==> src/rtl/supervisor_pkg.sv <==
// Shared constants and carrier types for the power supervisor.
// Assumes a 25 MHz system clock; comparator results arrive unsynchronised.
package supervisor_pkg;

    // ==========================================================
    // Clock and timing
    // ==========================================================
    localparam int unsigned CLK_HZ          = 25_000_000;
    localparam int unsigned TICK_US         = 1000;
    localparam int unsigned TICK_CYCLES     = CLK_HZ / 1_000_000 * TICK_US;
    localparam int unsigned ON_DELAY_MS     = 26;
    localparam int unsigned OFF_DELAY_MS    = 35;
    localparam int unsigned HICCUP_MS       = 3000;
    localparam int unsigned SLOW_OPP_MS     = 7;
    localparam int unsigned LINE_FILT_MS    = 4;
    localparam int unsigned PWM_PERIOD      = 100;
    localparam int unsigned PWM_MAX_PCT     = 93;
    localparam int unsigned PWM_MAX_ON      = PWM_PERIOD * PWM_MAX_PCT / 100;

    // ==========================================================
    // AHB-Lite register map
    // ==========================================================
    localparam logic [7:0] ADDR_CTRL    = 8'h00;
    localparam logic [7:0] ADDR_STATE   = 8'h04;
    localparam logic [7:0] ADDR_IRQ_ST  = 8'h08;
    localparam logic [7:0] ADDR_IRQ_MSK = 8'h0C;
    localparam logic [7:0] ADDR_DUTY    = 8'h10;

    localparam int unsigned CTRL_LATCH_BIT = 0;
    localparam logic [0:0]  CTRL_RST       = 1'h1;
    localparam logic [5:0]  IRQ_MSK_RST    = 6'h00;
    localparam logic [6:0]  DUTY_RST       = 7'h32;

    // Event bits of the interrupt status
    localparam int unsigned EV_UV     = 0;
    localparam int unsigned EV_OV     = 1;
    localparam int unsigned EV_HICCUP = 2;
    localparam int unsigned EV_OPP    = 3;
    localparam int unsigned EV_LINE   = 4;
    localparam int unsigned EV_PGOOD  = 5;
    localparam int unsigned EV_W      = 6;

    typedef enum logic [2:0]
    {
        ST_OFF,
        ST_ON_WAIT,
        ST_RUN,
        ST_OFF_WAIT,
        ST_LATCHED,
        ST_HICCUP
    } seq_state_t;

    // Synchronised comparator flags
    typedef struct packed
    {
        logic uv;
        logic ov;
        logic line_low;
        logic opp_fast;
        logic opp_slow;
    } faults_t;

    // Supply control outputs
    typedef struct packed
    {
        logic soft_start_en;
        logic main_out_en;
        logic pwm_kill;
        logic pwm_drive;
    } drive_t;

endpackage

==> src/rtl/power_supervisor_sequencer.sv <==
// Power supply supervisor and turn-on/turn-off sequencer.
// Assumes comparator flags from pins, an AHB-Lite master, a 25 MHz clock.
//
// Overview of operation
// - Remote on low: 26 ms, then soft start
// - Remote on high: outputs off after 35 ms
// - Rail under/over voltage: power good, outputs off now
// - Latch or non-latch protection chosen by configuration
// - Latched off until remote on recycled
// - Sample line-low flag when under voltage evaluated
// - Under voltage with line low: hiccup restart
// - Fast over power ends PWM cycle immediately
// - Slow over power flag from external weighted comparator
// - Slow over power beyond 7 ms: lock off, except during the off delay
// - PWM duty never above 93 percent
// - Power good drops at once on remote off
// - Line low past filter time drops power good
`timescale 1ns/100ps
module power_supervisor_sequencer
    import supervisor_pkg::*;
#(
    parameter int unsigned TICK_DIV  = TICK_CYCLES,
    parameter int unsigned HICCUP_T  = HICCUP_MS,
    parameter int unsigned ON_T      = ON_DELAY_MS,
    parameter int unsigned OFF_T     = OFF_DELAY_MS
)
(
    // Clock and reset
    input  wire logic        clk,
    input  wire logic        reset,
    // Host pins
    input  wire logic        remote_on_n,
    output logic             power_good_out,
    // Comparator flags
    input  wire logic        rail_undervolt_fault,
    input  wire logic        rail_overvolt_fault,
    input  wire logic        ac_line_low,
    input  wire logic        overpower_sense,
    input  wire logic        overpower_slow,
    // Supply drive
    output drive_t           drive,
    // AHB-Lite slave
    input  wire logic        hsel,
    input  wire logic [31:0] haddr,
    input  wire logic [1:0]  htrans,
    input  wire logic        hwrite,
    input  wire logic [2:0]  hsize,
    input  wire logic [31:0] hwdata,
    input  wire logic        hready,
    output logic [31:0]      hrdata,
    output logic             hreadyout,
    output logic             hresp,
    // Interrupt
    output logic             irq
);

    // ==========================================================
    // Elaboration checks
    // ==========================================================
    if (TICK_DIV < 2 || TICK_DIV > 65535 || HICCUP_T > 65535 ||
        ON_T > 65535 || OFF_T > 65535)
    begin : g_bad
        $error("power_supervisor_sequencer: unsupported parameter");
    end

    // ==========================================================
    // Input synchronisation
    // ==========================================================
    logic [5:0] pins_lvl;
    faults_t    flt;
    logic       on_req;

    pin_sync #(.WIDTH(6)) u_sync
    (
        .clk       (clk),
        .reset     (reset),
        .pin_in    ({~remote_on_n, rail_undervolt_fault, rail_overvolt_fault,
                     ac_line_low, overpower_sense, overpower_slow}),
        .level_out (pins_lvl)
    );

    assign on_req = pins_lvl[5];
    assign flt    = faults_t'(pins_lvl[4:0]);

    // ==========================================================
    // Millisecond tick
    // ==========================================================
    logic [15:0] div_r;
    logic        tick;

    assign tick = (div_r == 16'(TICK_DIV - 1));

    always_ff @(posedge clk)
    begin
        if (reset || tick)
            div_r <= 16'h0000;
        else
            div_r <= div_r + 16'h0001;
    end

    // ==========================================================
    // Registers
    // ==========================================================
    logic             latch_mode_r;
    logic [EV_W-1:0]  irq_st_r;
    logic [EV_W-1:0]  irq_msk_r;
    logic [6:0]       duty_r;
    logic [EV_W-1:0]  events;

    // ==========================================================
    // Fault qualification
    // ==========================================================
    logic [15:0] slow_cnt_r;
    logic [15:0] line_cnt_r;
    logic        slow_trip;
    logic        line_warn;
    logic        rail_fault;

    function automatic logic [15:0] ms_count(input logic active,
                                             input logic [15:0] cnt);
        ms_count = !active ? 16'h0000 :
                   (tick && cnt != 16'hFFFF) ? cnt + 16'h0001 : cnt;
    endfunction

    assign rail_fault = flt.uv | flt.ov;
    assign slow_trip  = (slow_cnt_r > 16'(SLOW_OPP_MS));
    assign line_warn  = (line_cnt_r > 16'(LINE_FILT_MS));

    always_ff @(posedge clk)
    begin
        if (reset)
        begin
            slow_cnt_r <= 16'h0000;
            line_cnt_r <= 16'h0000;
        end
        else
        begin
            slow_cnt_r <= ms_count(flt.opp_slow, slow_cnt_r);
            line_cnt_r <= ms_count(flt.line_low, line_cnt_r);
        end
    end

    // ==========================================================
    // Sequencer
    // ==========================================================
    seq_state_t  state_r;
    seq_state_t  state_nxt;
    logic [15:0] tmr_r;
    logic [15:0] tmr_nxt;
    logic        hiccup_go;

    // Line-low sampled with every under-voltage evaluation
    assign hiccup_go = flt.uv & flt.line_low;

    always_comb
    begin
        state_nxt = state_r;
        tmr_nxt   = tick ? tmr_r + 16'h0001 : tmr_r;
        case (state_r)
            ST_OFF:
            begin
                tmr_nxt = 16'h0000;
                if (on_req)
                    state_nxt = ST_ON_WAIT;
            end
            ST_ON_WAIT:
            begin
                if (!on_req)
                    state_nxt = ST_OFF;
                else if (tmr_r > 16'(ON_T))
                    state_nxt = ST_RUN;
            end
            ST_RUN:
            begin
                tmr_nxt = 16'h0000;
                if (hiccup_go)
                    state_nxt = ST_HICCUP;
                else if (rail_fault || slow_trip)
                    state_nxt = latch_mode_r || slow_trip ? ST_LATCHED
                                                          : ST_OFF;
                else if (!on_req)
                    state_nxt = ST_OFF_WAIT;
            end
            ST_OFF_WAIT:
            begin
                if (rail_fault)
                    state_nxt = latch_mode_r ? ST_LATCHED : ST_OFF;
                else if (on_req)
                    state_nxt = ST_RUN;
                else if (tmr_r > 16'(OFF_T))
                    state_nxt = ST_OFF;
            end
            ST_LATCHED:
            begin
                tmr_nxt = 16'h0000;
                if (!on_req)
                    state_nxt = ST_OFF;
            end
            ST_HICCUP:
            begin
                if (!on_req)
                    state_nxt = ST_OFF;
                else if (tmr_r > 16'(HICCUP_T))
                    state_nxt = ST_ON_WAIT;
            end
            default:
                state_nxt = ST_OFF;
        endcase
        if (state_nxt != state_r)
            tmr_nxt = 16'h0000;
    end

    always_ff @(posedge clk)
    begin
        if (reset)
        begin
            state_r <= ST_OFF;
            tmr_r   <= 16'h0000;
        end
        else
        begin
            state_r <= state_nxt;
            tmr_r   <= tmr_nxt;
        end
    end

    // ==========================================================
    // PWM and outputs
    // ==========================================================
    logic [6:0] pwm_cnt_r;
    logic       pwm_on;
    logic       outputs_on;
    logic       seq_on;
    logic       pg_nxt;
    logic       cycle_kill_r;
    logic [6:0] duty_lim;

    assign seq_on     = state_r == ST_RUN || state_r == ST_OFF_WAIT;
    assign outputs_on = seq_on && !rail_fault;
    assign duty_lim   = duty_r > 7'(PWM_MAX_ON) ? 7'(PWM_MAX_ON)
                                                : duty_r;
    assign pwm_on     = outputs_on && pwm_cnt_r < duty_lim &&
                        !flt.opp_fast && !cycle_kill_r;
    assign pg_nxt     = state_r == ST_RUN && on_req && !rail_fault &&
                        !line_warn;

    always_ff @(posedge clk)
    begin
        if (reset || pwm_cnt_r == 7'(PWM_PERIOD - 1))
            pwm_cnt_r <= 7'h00;
        else
            pwm_cnt_r <= pwm_cnt_r + 7'h01;
    end

    // Fast over power holds the rest of the current cycle off
    always_ff @(posedge clk)
    begin
        if (reset || pwm_cnt_r == 7'(PWM_PERIOD - 1))
            cycle_kill_r <= 1'b0;
        else if (flt.opp_fast)
            cycle_kill_r <= 1'b1;
    end

    always_ff @(posedge clk)
    begin
        if (reset)
        begin
            drive          <= '0;
            power_good_out <= 1'b0;
        end
        else
        begin
            drive.soft_start_en <= outputs_on;
            drive.main_out_en   <= outputs_on;
            drive.pwm_kill      <= flt.opp_fast;
            drive.pwm_drive     <= pwm_on;
            power_good_out      <= pg_nxt;
        end
    end

    // ==========================================================
    // Events and interrupt
    // ==========================================================
    logic pg_prev_r;

    always_ff @(posedge clk)
    begin
        if (reset)
            pg_prev_r <= 1'b0;
        else
            pg_prev_r <= pg_nxt;
    end

    assign events[EV_UV]     = seq_on & flt.uv;
    assign events[EV_OV]     = seq_on & flt.ov;
    assign events[EV_HICCUP] = state_r == ST_RUN && hiccup_go;
    assign events[EV_OPP]    = (state_r == ST_RUN && slow_trip) |
                               (outputs_on & flt.opp_fast);
    assign events[EV_LINE]   = line_warn & ~pg_prev_r & pg_nxt ? 1'b0
                                                             : line_warn;
    assign events[EV_PGOOD]  = pg_prev_r ^ pg_nxt;
    assign irq               = |(irq_st_r & irq_msk_r);

    // ==========================================================
    // AHB-Lite slave
    // ==========================================================
    logic       ap_valid;
    logic       dp_wr_r;
    logic       dp_rd_r;
    logic [7:0] dp_addr_r;
    logic       hit_ctrl;
    logic       hit_st;
    logic       hit_msk;
    logic       hit_duty;
    logic       hit_state;
    logic [31:0] rd_nxt;

    assign ap_valid  = hsel && hready && htrans[1];
    assign hreadyout = 1'b1;
    assign hresp     = 1'b0;
    assign hit_ctrl  = dp_addr_r == ADDR_CTRL;
    assign hit_state = dp_addr_r == ADDR_STATE;
    assign hit_st    = dp_addr_r == ADDR_IRQ_ST;
    assign hit_msk   = dp_addr_r == ADDR_IRQ_MSK;
    assign hit_duty  = dp_addr_r == ADDR_DUTY;

    assign rd_nxt = (haddr[7:0] == ADDR_CTRL)    ? {31'h0, latch_mode_r} :
                    (haddr[7:0] == ADDR_STATE)   ?
                        {24'h0, power_good_out, 1'b0, on_req,
                         flt.line_low, 1'b0, state_r} :
                    (haddr[7:0] == ADDR_IRQ_ST)  ? {26'h0, irq_st_r} :
                    (haddr[7:0] == ADDR_IRQ_MSK) ? {26'h0, irq_msk_r} :
                    (haddr[7:0] == ADDR_DUTY)    ? {25'h0, duty_r} :
                    32'h0000_0000;

    always_ff @(posedge clk)
    begin
        if (reset)
        begin
            dp_wr_r   <= 1'b0;
            dp_rd_r   <= 1'b0;
            dp_addr_r <= 8'h00;
            hrdata    <= 32'h0000_0000;
        end
        else
        begin
            dp_wr_r   <= ap_valid && hwrite;
            dp_rd_r   <= ap_valid && !hwrite;
            dp_addr_r <= haddr[7:0];
            if (ap_valid && !hwrite)
                hrdata <= rd_nxt;
        end
    end

    always_ff @(posedge clk)
    begin
        if (reset)
        begin
            latch_mode_r <= CTRL_RST[0];
            irq_msk_r    <= IRQ_MSK_RST;
            duty_r       <= DUTY_RST;
            irq_st_r     <= '0;
        end
        else
        begin
            if (dp_wr_r && hit_ctrl)
                latch_mode_r <= hwdata[CTRL_LATCH_BIT];
            if (dp_wr_r && hit_msk)
                irq_msk_r <= hwdata[EV_W-1:0];
            if (dp_wr_r && hit_duty)
                duty_r <= hwdata[6:0];
            // Set wins over write-one-to-clear
            irq_st_r <= (irq_st_r & ~((dp_wr_r && hit_st) ? hwdata[EV_W-1:0]
                                                          : '0)) | events;
        end
    end

endmodule

==> src/rtl/pin_sync.sv <==
// Three-stage synchroniser for a group of asynchronous pins.
// Assumes pins may change at any time relative to clk.
`timescale 1ns/100ps
module pin_sync
    import supervisor_pkg::*;
#(
    parameter int unsigned WIDTH = 6
)
(
    // Clock and reset
    input  wire logic             clk,
    input  wire logic             reset,
    // Pins and settled levels
    input  wire logic [WIDTH-1:0] pin_in,
    output logic      [WIDTH-1:0] level_out
);

    logic [WIDTH-1:0] s1_r;
    logic [WIDTH-1:0] s2_r;
    logic [WIDTH-1:0] s3_r;
    logic [WIDTH-1:0] level_nxt;

    // Change accepted once stages two and three agree
    assign level_nxt = (~(s2_r ^ s3_r) & s3_r) | ((s2_r ^ s3_r) & level_out);

    always_ff @(posedge clk)
    begin
        s1_r      <= pin_in;
        s2_r      <= s1_r;
        s3_r      <= s2_r;
        if (reset)
            level_out <= '0;
        else
            level_out <= level_nxt;
    end

endmodule

==> config.mk <==
export PLATFORM = sky130hd
export DESIGN_NAME = power_supervisor_sequencer
export DESIGN_NICKNAME = d
export VERILOG_FILES = /design/src/rtl/supervisor_pkg.sv /design/src/rtl/power_supervisor_sequencer.sv /design/src/rtl/pin_sync.sv
export SDC_FILE = /design/constraint.sdc
export NUM_CORES = 1
export LEC_CHECK = 0
export BUFFER_PORTS_ARGS = -buffer_cell sky130_fd_sc_hd__clkbuf_2
export CORE_MARGIN = 10
export CORE_UTILIZATION = 52
export CTS_BUF_LIST = sky130_fd_sc_hd__clkbuf_4 sky130_fd_sc_hd__clkbuf_8
export DETAILED_ROUTE_END_ITERATION = 8
export GPL_ROUTABILITY_DRIVEN = 0
export PLACE_DENSITY = 0.79
export RECOVER_POWER = 25
export SLEW_MARGIN = 5
export SYNTH_ARGS = -nofsm -noshare
export SYNTH_HDL_FRONTEND = slang
export SYNTH_SLANG_ARGS = --single-unit
==> constraint.sdc <==
create_clock -name clk -period 2.2 [get_ports clk]
set_input_delay 0.33 -clock clk [delete_from_list [all_inputs] [get_ports clk]]
set_output_delay 0.33 -clock clk [all_outputs]
set_load 0.005 [all_outputs]
==> results.toml <==
[yosys]
synth.cell_area_um2 = 6170
synthFlopType = "dfxtp_1"
synth_area_per_cell_um2 = 8.71
synth_top_area_cell = "dfxtp_1"
synth_cell_type_count = 58
yosysWarnings = 0
yosys-top-cells-area = "dfxtp_1 (45%), nor2_1 (5.8%), a21oi_1 (4.0%)"
synth-edff-count = 0
yosys_register_bits = 140
synthCells = 709
netlist.area_leader.share = 0.454
seq_area_frac_synth = 0.454
async_reset_ff_frac = 0

[global_route]
grt_max_degree = 32
grt_pass1_vias = 5163
grt_pass1_wl_um = 24000
grt_usage = 0.175
grt-ovfl-total = 0
antenna_found_initial = 0

[sta]
worstMarginPinSlew_ps = 688
hold_violations = 0
setup_ws_ps = -111
fin_crit_sh = 1.05
max-slew-margin-rel = 0.541
slew_viol_final = 0
fin_crit_ps = 2310
setup_viol = 33
max_freq_mhz = 433
fin_tns_setup_ps = -2100
fin_worst_skew_ps = 7.89
grt_setup_unrepaired = "yes"

[setup_path]
max_stage_delay_ps = 550
end_kind = "flop"
ff2ff_path_depth = 8
critical-path-slowest-cell = "or4_4"
path_class = "reg2reg"
crit_chain = "or4_4, or4_4, buf_6, nor3_4, buf_6, nand3_2, xor2_1, nor2_1"
critPathArrivalTime_ps = 2630
cp_max_fo = 7
cp.required_ps = 2520
worstSetupStartpointType = "flop"

[place]
dp_hpwl_um = 9850
place_ws_ps = -205
place_area_um2 = 6780
port_buffers = 40

[pwr]
p_leak_nw = 2.98
max-vdd-ir-drop_mv = 0.562
combinationalPowerShare = 0.044
p_switching_w = 0.00112
p_seq_frac = 0.534
p_int_w = 0.00377
p_per_area_nw_per_um2 = 639
switching_share = 0.230
pwr-share-clk = 0.422

[status]
status = "finished, violations left"
violations = "negative setup slack"

[cts]
cts-root-buf = "clkbuf_8"
cts_buffer_depth = 2
clkSinkCount = 140
htreeDepth = 4
clk_pin_slew_worst_paths_ps = 80
cts_made_buffers = 17
cts_tree = "built"
insertion_delay_ps = 450

[routing]
drtAntennaViolNets = 0
via_count = 5400
dr.pass1.iters = 8
drt_wl_total_um = 15000
drc = 0
drt_iter0_drc = 430
vias_per_cell = 5.57
wl_per_cell_um = 15.4

[floorplanning]
die_area_um2 = 16600
io_pins = 120
die_w_um = 129
core_um2 = 11500
initial_core_util = 0.536
row_count = 39
die_h_um = 129

[final_layout]
fin_nets = 907
n_antenna_cell = 0
design_area_um2 = 7670
final_cell_mix = "dfxtp_1 (134), nor2_1 (87), nand2_1 (56), buf_4 (47), a21oi_1 (46)"
utilization = 0.666
final_common_cell = "dfxtp_1"
layout-drive-gt1-share = 0.238
areaGrowthSynthToFinish_pct = 24.2

[hold_path]
hold_path.class = "in2reg"
min_path_cells = 3

[flow_run]
maxCapViolCount = 0
[synth_stat cells, types with 13 or more instances]
library cell and n:
dfxtp_1 140, nor2_1 95, nand2_1 60, a21oi_1 49, o21ai_0 30, nand3_1 29, buf_4 27, xor2_1 27
xnor2_1 25, inv_1 24, nor3_1 19, clkbuf_1 17, nand4_1 16, and3_1 14, ha_1 13, mux2i_1 13
[per-stage QoR]
step,instances,total power (W),hold WS [ps]
after floorplan,737,0.00281,310
after global placement,921,0.00286,312
after detailed placement,921,0.00287,315
after CTS,965,0.00492,106
after global routing,969,0.00508,115
final,969,0.00490,122
[final cells by class]
type	count	area [um2]
sequential	140	2810
multi-input combinational	526	3410
inverter	24	90.1
fill	901	3850
timing repair buffer	105	774
clock inverter	10	116
clock buffer	21	283
tap	143	179
[state kept, by name, summed over array words and instances, names as in the netlist, 3 cells and up, named ones only]
name,flops
div_r,16
line_cnt_r,16
slow_cnt_r,16
tmr_r,16
dp_addr_r,8
hrdata,8
duty_r,7
pwm_cnt_r,7
irq_msk_r,6
irq_st_r,6
u_sync.s1_r,6
u_sync.s2_r,6
u_sync.s3_r,6
drive,3
state_r,3
[critical path: cells and delay by family, from the launching register on]
| family | cells | cell delay, ps |
|---|---|---|
| flops | 1 | 320 |
| simple gates | 5 | 1360 |
| buf+inv | 2 | 340 |
| xor+xnor | 1 | 150 |
[worst paths after layout]
kind	to	startpoint	slack, ps
hold reg to reg	u_sync.s2_r[1]	u_sync.s1_r[1]	330
setup / recovery	slow_cnt_r[13]	div_r[11]	-110
setup reg to reg	slow_cnt_r[13]	div_r[11]	-110
hold / removal	duty_r[6]	hwdata[6]	120
[cell families (layout without fill, tap and decap cells)]
logic type      Yosys count  in the layout  share of synthesized area
compound gates          115            115                      0.112
xor+xnor                 52             52                     0.0738
fa+ha+maj                13             13                     0.0264
buf+inv                  71            160                     0.0608
flops                   140            140                      0.454
mux                      13             13                     0.0211
other cells               2             30                    0.00122
simple gates            303            303                      0.250
[power groups by stage]
stage | clock (W) | combinational [W] | sequential [W]
after floorplan | 0 | 0.000150 | 0.00266
after detailed placement | 0 | 0.000193 | 0.00267
final | 0.00207 | 0.000215 | 0.00262
after global routing | 0.00222 | 0.000240 | 0.00262
after global placement | 0 | 0.000186 | 0.00267
after CTS | 0.00210 | 0.000207 | 0.00261
[timing repair]
item	4_1_cts	5_1_grt
pin swaps	27	14
buffers inserted	7	4
gates resized for setup	36	44
hold endpoints to repair	6	0
gates cloned	0	0
hold buffers	6	0
endpoints found under the setup margin	36	42
[routing by layer]
| layer | track usage | vias to the layer above | wire [um] |
|---|---|---|---|
| met1 | 0.200 | 2566 | 6170 |
| met3 | 0.0563 | 33 | 1070 |
| met4 | 0.0702 | 0 | 323 |
| met2 | 0.296 | 180 | 7390 |
| met5 | 0 | - | 0 |
| li1 | - | 2621 | - |
Note: power is estimated with default switching activity, not from simulation.
